`config.mk`:
```
export PLATFORM = sky130hd
export DESIGN_NAME = dsid_decoder
export DESIGN_NICKNAME = d
export VERILOG_FILES = /design/src/hw/dsid_decoder.v /design/src/hw/dsid_frame_rx.v
export VERILOG_INCLUDE_DIRS = /design/src /design/src/hw
export SDC_FILE = /design/constraint.sdc
export NUM_CORES = 1
export LEC_CHECK = 0
export ABC_AREA = 1
export BUFFER_PORTS_ARGS = -buffer_cell sky130_fd_sc_hd__buf_2
export CAP_MARGIN = 5
export CORE_ASPECT_RATIO = 0.8
export CORE_MARGIN = 2
export CORE_UTILIZATION = 45
export DETAILED_ROUTE_END_ITERATION = 8
export PLACE_DENSITY = 0.74
export SETUP_SLACK_MARGIN = 0.02
export SLEW_MARGIN = 25
export SYNTH_ARGS = -nofsm -noshare
export SYNTH_HDL_FRONTEND = slang
export SYNTH_SLANG_ARGS = --single-unit
```
`constraint.sdc`:
```
create_clock -name sys_clk -period 19.4 [get_ports sys_clk]
set_input_delay 2.91 -clock sys_clk [delete_from_list [all_inputs] [get_ports sys_clk]]
set_output_delay 2.91 -clock sys_clk [all_outputs]
set_load 0.01 [all_outputs]
```
`src/hw/dsid_consts.vh`:
```
// Constants shared by the instruction decoder and its frame receiver
`ifndef DSID_CONSTS_VH
`define DSID_CONSTS_VH

// Whole command bytes
`define DSID_CMD_NOOP       8'h00
`define DSID_CMD_CLEAR      8'h01
`define DSID_CMD_LOAD       8'h18
`define DSID_CMD_WBSEL      8'h28
`define DSID_CMD_POWERDOWN  8'h30
`define DSID_CMD_BROADCAST  8'h20

// Opcodes in command bits 7..3, channel address in bits 2..0
`define DSID_OP_STORE       5'h01
`define DSID_OP_IMMEDIATE   5'h02
`define DSID_OP_READBACK    5'h11
`define DSID_ADDR_MSB       2
`define DSID_OP_LSB         3

// Payload byte positions
`define DSID_HI_MSB         15
`define DSID_HI_LSB         8
`define DSID_LO_MSB         7

// Power-up values
`define DSID_WBSEL_RESET    8'hff
`define DSID_PD_RESET       8'h00
`define DSID_DATA_RESET     16'h0000

// Frame length in serial clocks
`define DSID_CMD_BITS       5'd8
`define DSID_FRAME_BITS     5'd24
`define DSID_BITCNT_MAX     5'h1f

`endif

```
`src/hw/dsid_decoder.v`:
```
// Instruction decoder for a serially controlled multi-channel DAC
//
// Function
// (RL1) Data-write and read commands carry the channel address in command bits 2..0.
// (RL2) Configuration commands select channels by payload bitmask, bit n for channel n.
// (RL3) The clear command restores every register to its power-up value.
// (RL4) Software load copies preload to output register for each masked channel.
// (RL5) Write-block select sets each masked channel: 0 write-through, 1 write-block.
// (RL6) After reset all channels are in write-block mode.
// (RL7) Power-down: upper payload byte is high-impedance mask, lower byte resistor mask.
// (RL8) Both power-down bits set for a channel means resistor-to-ground power-down.
// (RL9) Both power-down masks are clear after reset.
// (RL10) Channel store writes preload in write-block mode, output in write-through mode.
// (RL11) Immediate update writes both preload and output of the addressed channel.
// (RL12) Broadcast update writes both registers of every channel.
// (RL13) The no-op command changes nothing whatever its payload.
// (RL14) Preload readback shifts the addressed preload register out during the payload.
// (RL15) Write-through updates take effect when frame select rises.
// (RL16) Serial interface and registers stay active while channels are powered down.
`include "dsid_consts.vh"

module dsid_decoder
#(
	parameter NCH = 8  // Channel count, at most 8 (mask width)
)
(
	// Clock and reset
	input  wire               sys_clk,
	input  wire               resetn,
	// Serial pins
	input  wire               spiSclk,
	input  wire               spiCsN,
	input  wire               spiMosi,
	output reg                spiMiso_ff,
	// Channel data, channel n in bits 16n+15..16n
	output reg  [16*NCH-1:0]  preloadRegister_ff,
	output reg  [16*NCH-1:0]  outputRegister_ff,
	// Channel modes
	output reg  [NCH-1:0]     writeBlockSelect_ff,
	output reg  [NCH-1:0]     powerdownHizFlag_ff,
	output reg  [NCH-1:0]     powerdownResistorFlag_ff,
	output reg  [NCH-1:0]     hizActive_ff,
	output reg  [NCH-1:0]     resistorActive_ff
);

	reg         rstMeta_ff;
	reg         rstSync_ff;
	reg  [15:0] readShift_ff;
	reg         readActive_ff;
	wire        cmdReady;
	wire        frameDone;
	wire        sclkFall;
	wire        frameActive;
	wire [7:0]  cmdByte;
	wire [15:0] payload;

	// Power-up masks held as parameters so each channel takes its own bit as a constant
	localparam [7:0] WBSEL_RST = `DSID_WBSEL_RESET;
	localparam [7:0] PD_RST    = `DSID_PD_RESET;

	////////////////////////////////////////////////////////////////////////
	// Reset release through two flops; assertion stays asynchronous
	// Every other flop of the block resets from this released copy
	always @(posedge sys_clk or negedge resetn)
	begin
		if (!resetn)
		begin
			rstMeta_ff <= 1'b0;
			rstSync_ff <= 1'b0;
		end
		else
		begin
			rstMeta_ff <= 1'b1;
			rstSync_ff <= rstMeta_ff;
		end
	end

	// Pin timing and framing stay in the receiver; this level sees the command byte, falling-clock strobes and whole frames
	dsid_frame_rx u_rx
	(
		.sysClk         (sys_clk),
		.rstSyncN       (rstSync_ff),
		.spiSclk        (spiSclk),
		.spiCsN         (spiCsN),
		.spiMosi        (spiMosi),
		.cmdReady_ff    (cmdReady),
		.frameDone_ff   (frameDone),
		.sclkFall_ff    (sclkFall),
		.frameActive_ff (frameActive),
		.cmdByte_ff     (cmdByte),
		.payload_ff     (payload)
	);

	////////////////////////////////////////////////////////////////////////
	// Opcode test on command bits 7..3; shared by the write and read decodes
	function opcodeIs;
		input [7:0] cmd;
		input [4:0] op;
		begin
			opcodeIs = cmd[7:`DSID_OP_LSB] == op;
		end
	endfunction

	////////////////////////////////////////////////////////////////////////
	// Command decode, only meaningful while frameDone pulses; chanAddr is also used at cmdReady for readback
	wire [2:0] chanAddr = cmdByte[`DSID_ADDR_MSB:0];          // see RL1
	// Configuration commands match the whole byte
	wire       isClear  = frameDone && cmdByte == `DSID_CMD_CLEAR;
	wire       isLoad   = frameDone && cmdByte == `DSID_CMD_LOAD;
	wire       isWbSel  = frameDone && cmdByte == `DSID_CMD_WBSEL;
	wire       isPd     = frameDone && cmdByte == `DSID_CMD_POWERDOWN;
	wire       isBcast  = frameDone && cmdByte == `DSID_CMD_BROADCAST;
	// Data writes match the opcode only; the low bits are the address
	wire       isStore  = frameDone && opcodeIs(cmdByte, `DSID_OP_STORE);
	wire       isImm    = frameDone && opcodeIs(cmdByte, `DSID_OP_IMMEDIATE);
	// No-op and reserved codes match none of the above (see RL13)

	////////////////////////////////////////////////////////////////////////
	// Per-channel registers; power-down gates nothing here (see RL16)
	// At most one decode is true in a cycle, so branch order carries no priority
	genvar g;
	generate
		for (g = 0; g < NCH; g = g + 1)
		begin : gChan
			// Address compare at the genvar's width; channels above 7 are never hit
			wire hit     = {29'h0, chanAddr} == g;
			wire maskBit = payload[g];                          // see RL2
			// Channel registers change in the cycle after frameDone
			always @(posedge sys_clk or negedge rstSync_ff)
			begin
				if (!rstSync_ff)
				begin
					preloadRegister_ff[16*g +: 16] <= `DSID_DATA_RESET;
					outputRegister_ff[16*g +: 16]  <= `DSID_DATA_RESET;
					writeBlockSelect_ff[g]         <= WBSEL_RST[g];                // see RL6
					powerdownHizFlag_ff[g]         <= 1'b0;                        // see RL9
					powerdownResistorFlag_ff[g]    <= 1'b0;                        // see RL9
				end
				else if (isClear)
				begin
					// Payload ignored; same values as power-up (see RL3)
					preloadRegister_ff[16*g +: 16] <= `DSID_DATA_RESET;
					outputRegister_ff[16*g +: 16]  <= `DSID_DATA_RESET;
					writeBlockSelect_ff[g]         <= WBSEL_RST[g];
					powerdownHizFlag_ff[g]         <= PD_RST[g];
					powerdownResistorFlag_ff[g]    <= PD_RST[g];
				end
				else if (isLoad)
				begin
					// Unmasked channels keep their output
					if (maskBit)
						outputRegister_ff[16*g +: 16] <= preloadRegister_ff[16*g +: 16]; // see RL4
				end
				else if (isWbSel)
					writeBlockSelect_ff[g] <= maskBit;                                  // see RL5
				else if (isPd)
				begin
					powerdownHizFlag_ff[g]      <= payload[`DSID_HI_LSB + g];          // see RL7
					powerdownResistorFlag_ff[g] <= maskBit;                             // see RL7
				end
				else if (isBcast || (isImm && hit))
				begin
					preloadRegister_ff[16*g +: 16] <= payload;      // see RL11, see RL12
					outputRegister_ff[16*g +: 16]  <= payload;
				end
				else if (isStore && hit)
				begin
					// Write-through lands in both, so the output follows at once (see RL10)
					preloadRegister_ff[16*g +: 16] <= payload;
					if (!writeBlockSelect_ff[g])
						outputRegister_ff[16*g +: 16] <= payload;  // see RL15
				end
			end

			// Effective power-down state; resistor wins over high impedance
			// Registered so these outputs come straight from flops, one cycle late
			always @(posedge sys_clk or negedge rstSync_ff)
			begin
				if (!rstSync_ff)
				begin
					hizActive_ff[g]      <= 1'b0;
					resistorActive_ff[g] <= 1'b0;
				end
				else
				begin
					hizActive_ff[g]      <= powerdownHizFlag_ff[g] & ~powerdownResistorFlag_ff[g]; // see RL8
					resistorActive_ff[g] <= powerdownResistorFlag_ff[g];                          // see RL8
				end
			end
		end
	endgenerate

	////////////////////////////////////////////////////////////////////////
	// Readback: preload loaded after the command byte, MSB first on falling clocks
	// Falling-edge shifting leaves the host half a serial period of setup
	// Miso parked low outside a frame; output register reads are not decoded
	always @(posedge sys_clk or negedge rstSync_ff)
	begin
		if (!rstSync_ff)
		begin
			readShift_ff  <= 16'h0000;
			readActive_ff <= 1'b0;
			spiMiso_ff    <= 1'b0;
		end
		else if (!frameActive)
		begin
			readActive_ff <= 1'b0;
			spiMiso_ff    <= 1'b0;
		end
		else if (cmdReady)
		begin
			readActive_ff <= opcodeIs(cmdByte, `DSID_OP_READBACK);          // see RL14
			readShift_ff  <= preloadRegister_ff[16*chanAddr +: 16];         // see RL14
		end
		else if (sclkFall && readActive_ff)
		begin
			spiMiso_ff   <= readShift_ff[15];
			readShift_ff <= {readShift_ff[14:0], 1'b0};
		end
	end

endmodule

```
`src/hw/dsid_frame_rx.v`:
```
// Serial frame receiver: pin synchronisers, bit counter and frame strobes
`include "dsid_consts.vh"

module dsid_frame_rx
(
	// Clock and synchronised reset
	input  wire        sysClk,
	input  wire        rstSyncN,
	// Serial pins
	input  wire        spiSclk,
	input  wire        spiCsN,
	input  wire        spiMosi,
	// Decoded frame
	output reg         cmdReady_ff,
	output reg         frameDone_ff,
	output reg         sclkFall_ff,
	output reg         frameActive_ff,
	output reg  [7:0]  cmdByte_ff,
	output reg  [15:0] payload_ff
);

	reg        sclkMeta_ff;
	reg        sclkSync_ff;
	reg        sclkPrev_ff;
	reg        csMeta_ff;
	reg        csSync_ff;
	reg        csPrev_ff;
	reg        mosiMeta_ff;
	reg        mosiSync_ff;
	reg [4:0]  bitCnt_ff;
	reg [23:0] shift_ff;

	wire sclkRise = sclkSync_ff & ~sclkPrev_ff;
	wire sclkFall = ~sclkSync_ff & sclkPrev_ff;
	wire csFall   = ~csSync_ff & csPrev_ff;
	wire csRise   = csSync_ff & ~csPrev_ff;

	////////////////////////////////////////////////////////////////////////
	// Two-stage synchronisers; only the second stage feeds any logic
	always @(posedge sysClk or negedge rstSyncN)
	begin
		if (!rstSyncN)
		begin
			sclkMeta_ff <= 1'b0;
			sclkSync_ff <= 1'b0;
			sclkPrev_ff <= 1'b0;
			csMeta_ff   <= 1'b1;
			csSync_ff   <= 1'b1;
			csPrev_ff   <= 1'b1;
			mosiMeta_ff <= 1'b0;
			mosiSync_ff <= 1'b0;
		end
		else
		begin
			sclkMeta_ff <= spiSclk;
			sclkSync_ff <= sclkMeta_ff;
			sclkPrev_ff <= sclkSync_ff;
			csMeta_ff   <= spiCsN;
			csSync_ff   <= csMeta_ff;
			csPrev_ff   <= csSync_ff;
			mosiMeta_ff <= spiMosi;
			mosiSync_ff <= mosiMeta_ff;
		end
	end

	////////////////////////////////////////////////////////////////////////
	// Shift on rising serial clock; a frame counts only with exactly 24 bits
	always @(posedge sysClk or negedge rstSyncN)
	begin
		if (!rstSyncN)
		begin
			bitCnt_ff      <= 5'h00;
			shift_ff       <= 24'h000000;
			cmdReady_ff    <= 1'b0;
			frameDone_ff   <= 1'b0;
			sclkFall_ff    <= 1'b0;
			frameActive_ff <= 1'b0;
			cmdByte_ff     <= 8'h00;
			payload_ff     <= 16'h0000;
		end
		else
		begin
			cmdReady_ff  <= 1'b0;
			frameDone_ff <= 1'b0;
			sclkFall_ff  <= sclkFall & ~csSync_ff;
			if (csFall)
			begin
				bitCnt_ff      <= 5'h00;
				frameActive_ff <= 1'b1;
			end
			else if (!csSync_ff && sclkRise)
			begin
				shift_ff <= {shift_ff[22:0], mosiSync_ff};
				// Saturate so an overlong frame cannot wrap back to 24
				if (bitCnt_ff != `DSID_BITCNT_MAX)
					bitCnt_ff <= bitCnt_ff + 5'd1;
				if (bitCnt_ff == `DSID_CMD_BITS - 5'd1)
				begin
					cmdByte_ff  <= {shift_ff[6:0], mosiSync_ff};
					cmdReady_ff <= 1'b1;
				end
			end
			else if (csRise)
			begin
				// Completion is taken at the frame select rising edge (see RL15)
				frameActive_ff <= 1'b0;
				if (bitCnt_ff == `DSID_FRAME_BITS)
				begin
					payload_ff   <= shift_ff[15:0];
					frameDone_ff <= 1'b1;
				end
			end
		end
	end

endmodule

```
==> implementation parameters <==
Parameter                              Value

Synth
  Synth Cell Area    17170 sq um
  Most common cell in the netlist    nand2_1
  Cell type contributing the most total cell area after synthesis    dfrtp_1
  Average size of a mapped cell    7.809 sq um
  Biggest area contributors in the synthesized netlist    dfrtp_1, nand2_1, nand3_1
  Area share of the largest cell type after synthesis    0.5275
  Post-synth EDFFs    0
  Proportion of synthesized chip area in sequential cells    0.5444
  Ys async rst share    1.000
  Number of nets in the synthesized netlist    2209
  Number of instances in the synthesized netlist    2199
  Synthesis Warnings    0
  Primary flip-flop cell chosen by synthesis mapping    dfrtp_1
  Number of different library cells in the post-synthesis netlist    31
  Synth cell count leaders    nand2_1, dfrtp_1, nand3_1, inv_1, nor2_1
  Total of flip-flops plus latches after synthesis    373

Floorplanning
  I/O Pins    302
  Die Y-Extent    178.7 um
  Core area    37360 sq um
  DIE AREA    39750 sq um
  Floorplan die width    222.4 um
  Cell row count    63
  Effective utilization at floorplan    0.4596

CTS
  Clock sinks    373
  PostCTS Resize Cnt    0
  Number of buffers created by CTS    40
  Post CTS Setup Buffer Count    0
  CTS HTree Levels    2
  Clock tree buffer depth    3
  Number of buffers inserted for hold repair after clock tree synthesis    0
  Clock-pin slew on the worst setup and hold paths    0.06 ns
  CTS tree    yes
  Root Buffer Master    clkbuf_16
  Skew-Pair Late Insertion Delay    0.55 ns

Layout
  P&R area growth vs syn    18.41%
  Post-route insts no fill    2979
  Layout cell share with drive strength beyond 1    0.1862
  Layout fillers    3534
  Net count, final    2474
  Inserted Diodes    0
  Final cell area excluding filler cells    20330 sq um

Drt
  Detailed-routing iteration count for the pre-antenna-repair pass    6
  Via count normalized by instance count    5.578
  DR DRC count    0
  Initial DRC count    2314
  Post-DRT Antenna Nets    0
  Total detailed-routing wirelength    66240 um
  Post-detailed-route wirelength per cell    22.24 um
  Via Count    16617

Worst setup path
  Kind of cell adding the most delay to the critical path    flip-flops
  Arrival time worst endpoint    1.23 ns
  Delay of the slowest critical-path stage    0.55 ns
  Critical path endpoint category    output pin
  Req. time, crit path    16.49 ns
  Sequence of cells on the critical path    buf_2
  Number of buffer and inverter stages on the critical path    1
  Start-to-end type of the worst setup path    reg -> out
  Worst setup SP type    flop
  Largest fanout of any net on the critical path    3
  Standard cell with the maximum stage delay on the critical path    dfstp_2

Global routing
  Wire length of the first global-routing pass    98150 um
  GR Util All Layers    0.3311
  Via count of the first global-routing pass    15477
  Maximum number of pins on one net before global-route repair    176
  Number of antenna violations at the first check in global routing    0
  Grt total ovfl    0

Timing
  Remaining max-slew budget at the tightest pin    0.3558
  Ratio of final minimum period to clock period    0.2133
  Sum of negative setup slack    0 ns
  Worst slew pin tran    0.9649 ns
  Final critical delay including setup and external delays    4.138 ns
  Final-report max-slew violation count    0
  Number of failing setup endpoints in the final timing report    0
  Setup Skew    0.02625 ns
  Unrepaired setup endpoints after global routing    false
  Highest clock frequency the design can meet    0.2417 GHz
  Final Hold Violating Endpoints    0

Place
  Sum of net half-perimeters after detailed placement    45880 um
  Cell Area, Placed    18970 sq um
  Weighted congestion at the end of routability-driven global placement    0.9245
  Number of placed instances with taps included    2908
  Count of input and output buffers    301

Worst hold path
  Hold Path Class    reg -> reg

Power
  Leakage power figure    0.01191 uW
  Power density over the cells    78.74 nW/um^2
  VDD IR max    49.38 uV

Flow run
  Number of maximum-capacitance constraint violations    0

Outcome
  Outcome    finished, final reports clean
==> registers in the layout, indices dropped and copies added, names as in the netlist, 5 cells and up <==
signal,count
preloadRegister_ff,128
hizActive_ff,8
writeBlockSelect_ff,8
readShift_ff,16
u_rx.shift_ff,16
resistorActive_ff,8
powerdownResistorFlag_ff,8
powerdownHizFlag_ff,8
outputRegister_ff,128
u_rx.bitCnt_ff,5
u_rx.cmdByte_ff,8
u_rx.payload_ff,16
==> cell type report <==
cell class | instances | area, sq um | share of cell area
inverters | 162 | 608.1 | 0.02991
repair buffers | 314 | 1657 | 0.08147
clock inverters | 13 | 172.7 | 0.008492
multi-input cells | 1573 | 6779 | 0.3334
clock buffers | 57 | 1156 | 0.05686
well taps | 487 | 609.3 | 0.02997
flip-flops and latches | 373 | 9351 | 0.4599
==> worst paths after layout <==
check                                                          end  slack (ns)                          startpoint  depth (start not counted)
worst max-delay path                        writeBlockSelect_ff[1]       15.26  writeBlockSelect_ff[1]$_DFFE_PN1P_                          1
worst min-delay path                    u_rx.mosiSync_ff$_DFF_PN0_        0.35          u_rx.mosiMeta_ff$_DFF_PN0_                          0
worst max register to register  outputRegister_ff[121]$_DFFE_PN0P_       15.31      u_rx.cmdByte_ff[2]$_DFFE_PN0P_                          9
worst min register to register          u_rx.mosiSync_ff$_DFF_PN0_        0.35          u_rx.mosiMeta_ff$_DFF_PN0_                          0
max in group asynchronous                     rstSync_ff$_DFF_PN0_       17.16                              resetn                          1
min in group asynchronous        outputRegister_ff[72]$_DFFE_PN0P_        0.38                rstSync_ff$_DFF_PN0_                          0
==> cells in the final DEF, fill, tap and decap left out <==
cell / synthesis / final
a21oi_1: 72 / 72
buf_12: 0 / 2
buf_16: 0 / 1
buf_2: 36 / 301
buf_4: 12 / 8
buf_6: 2 / 2
bufinv_16: 0 / 4
clkbuf_1: 36 / 9
clkbuf_16: 0 / 41
clkbuf_8: 0 / 7
clkinv_2: 0 / 7
clkinv_4: 0 / 2
conb_1: 1 / 1
dfrtp_1: 362 / 361
dfrtp_4: 0 / 1
dfstp_2: 11 / 11
ha_1: 5 / 5
inv_1: 150 / 150
inv_2: 12 / 12
nand2_1: 1021 / 1021
nand2_2: 36 / 36
nand2_4: 1 / 1
nand3_1: 180 / 178
nand3_2: 5 / 7
nand3_4: 4 / 4
nand3b_1: 1 / 1
nand4_1: 20 / 20
nor2_1: 105 / 105
nor2_2: 6 / 6
nor2_4: 8 / 8
nor2_8: 2 / 2
nor3_1: 7 / 7
o211ai_1: 8 / 8
o21a_1: 1 / 1
o21ai_0: 87 / 87
o21ai_1: 1 / 1
o41ai_1: 1 / 1
or2_2: 1 / 1
==> stage by stage <==
step	hold slack, ns	setup slack [ns]	power [uW]	util
finish	0.3481	15.26	1601	0.5442
global route	0.3560	15.20	1646	0.5442
detailed placement	0.3355	15.44	827.7	0.5077
global placement	0.3360	15.28	826.8	0.5069
CTS	0.3497	15.26	1606	0.5433
floorplan	0.3312	8.254	818.4	-
==> per-layer routing <==
layer | vias up | part of all wire | track usage
met3 | 193 | 0.11 | 0.09276
met1 | 8016 | 0.40 | 0.4495
li1 | 7396 | - | -
met4 | 0 | 0.049 | 0.1546
met2 | 1012 | 0.44 | 0.4946
met5 | - | 0 | 0
==> kinds of logic (layout without fill, tap and decap cells) <==
group / after synthesis / in the layout / share of synthesized area
flops: 373 / 373 / 0.5444
buf+inv: 253 / 546 / 0.06143
fa+ha+maj: 5 / 5 / 0.003643
simple gates: 1397 / 1397 / 0.3393
compound gates: 170 / 170 / 0.05108
other cells: 1 / 1 / 0.0002184
==> power by group <==
part | internal (uW) | switching (uW) | leakage, uW
logic | 4.35 | 19.9 | 0.00610
clock network | 468 | 320 | 0.000658
registers | 784 | 5.63 | 0.00515
Note: power is estimated with default switching activity, not from simulation.
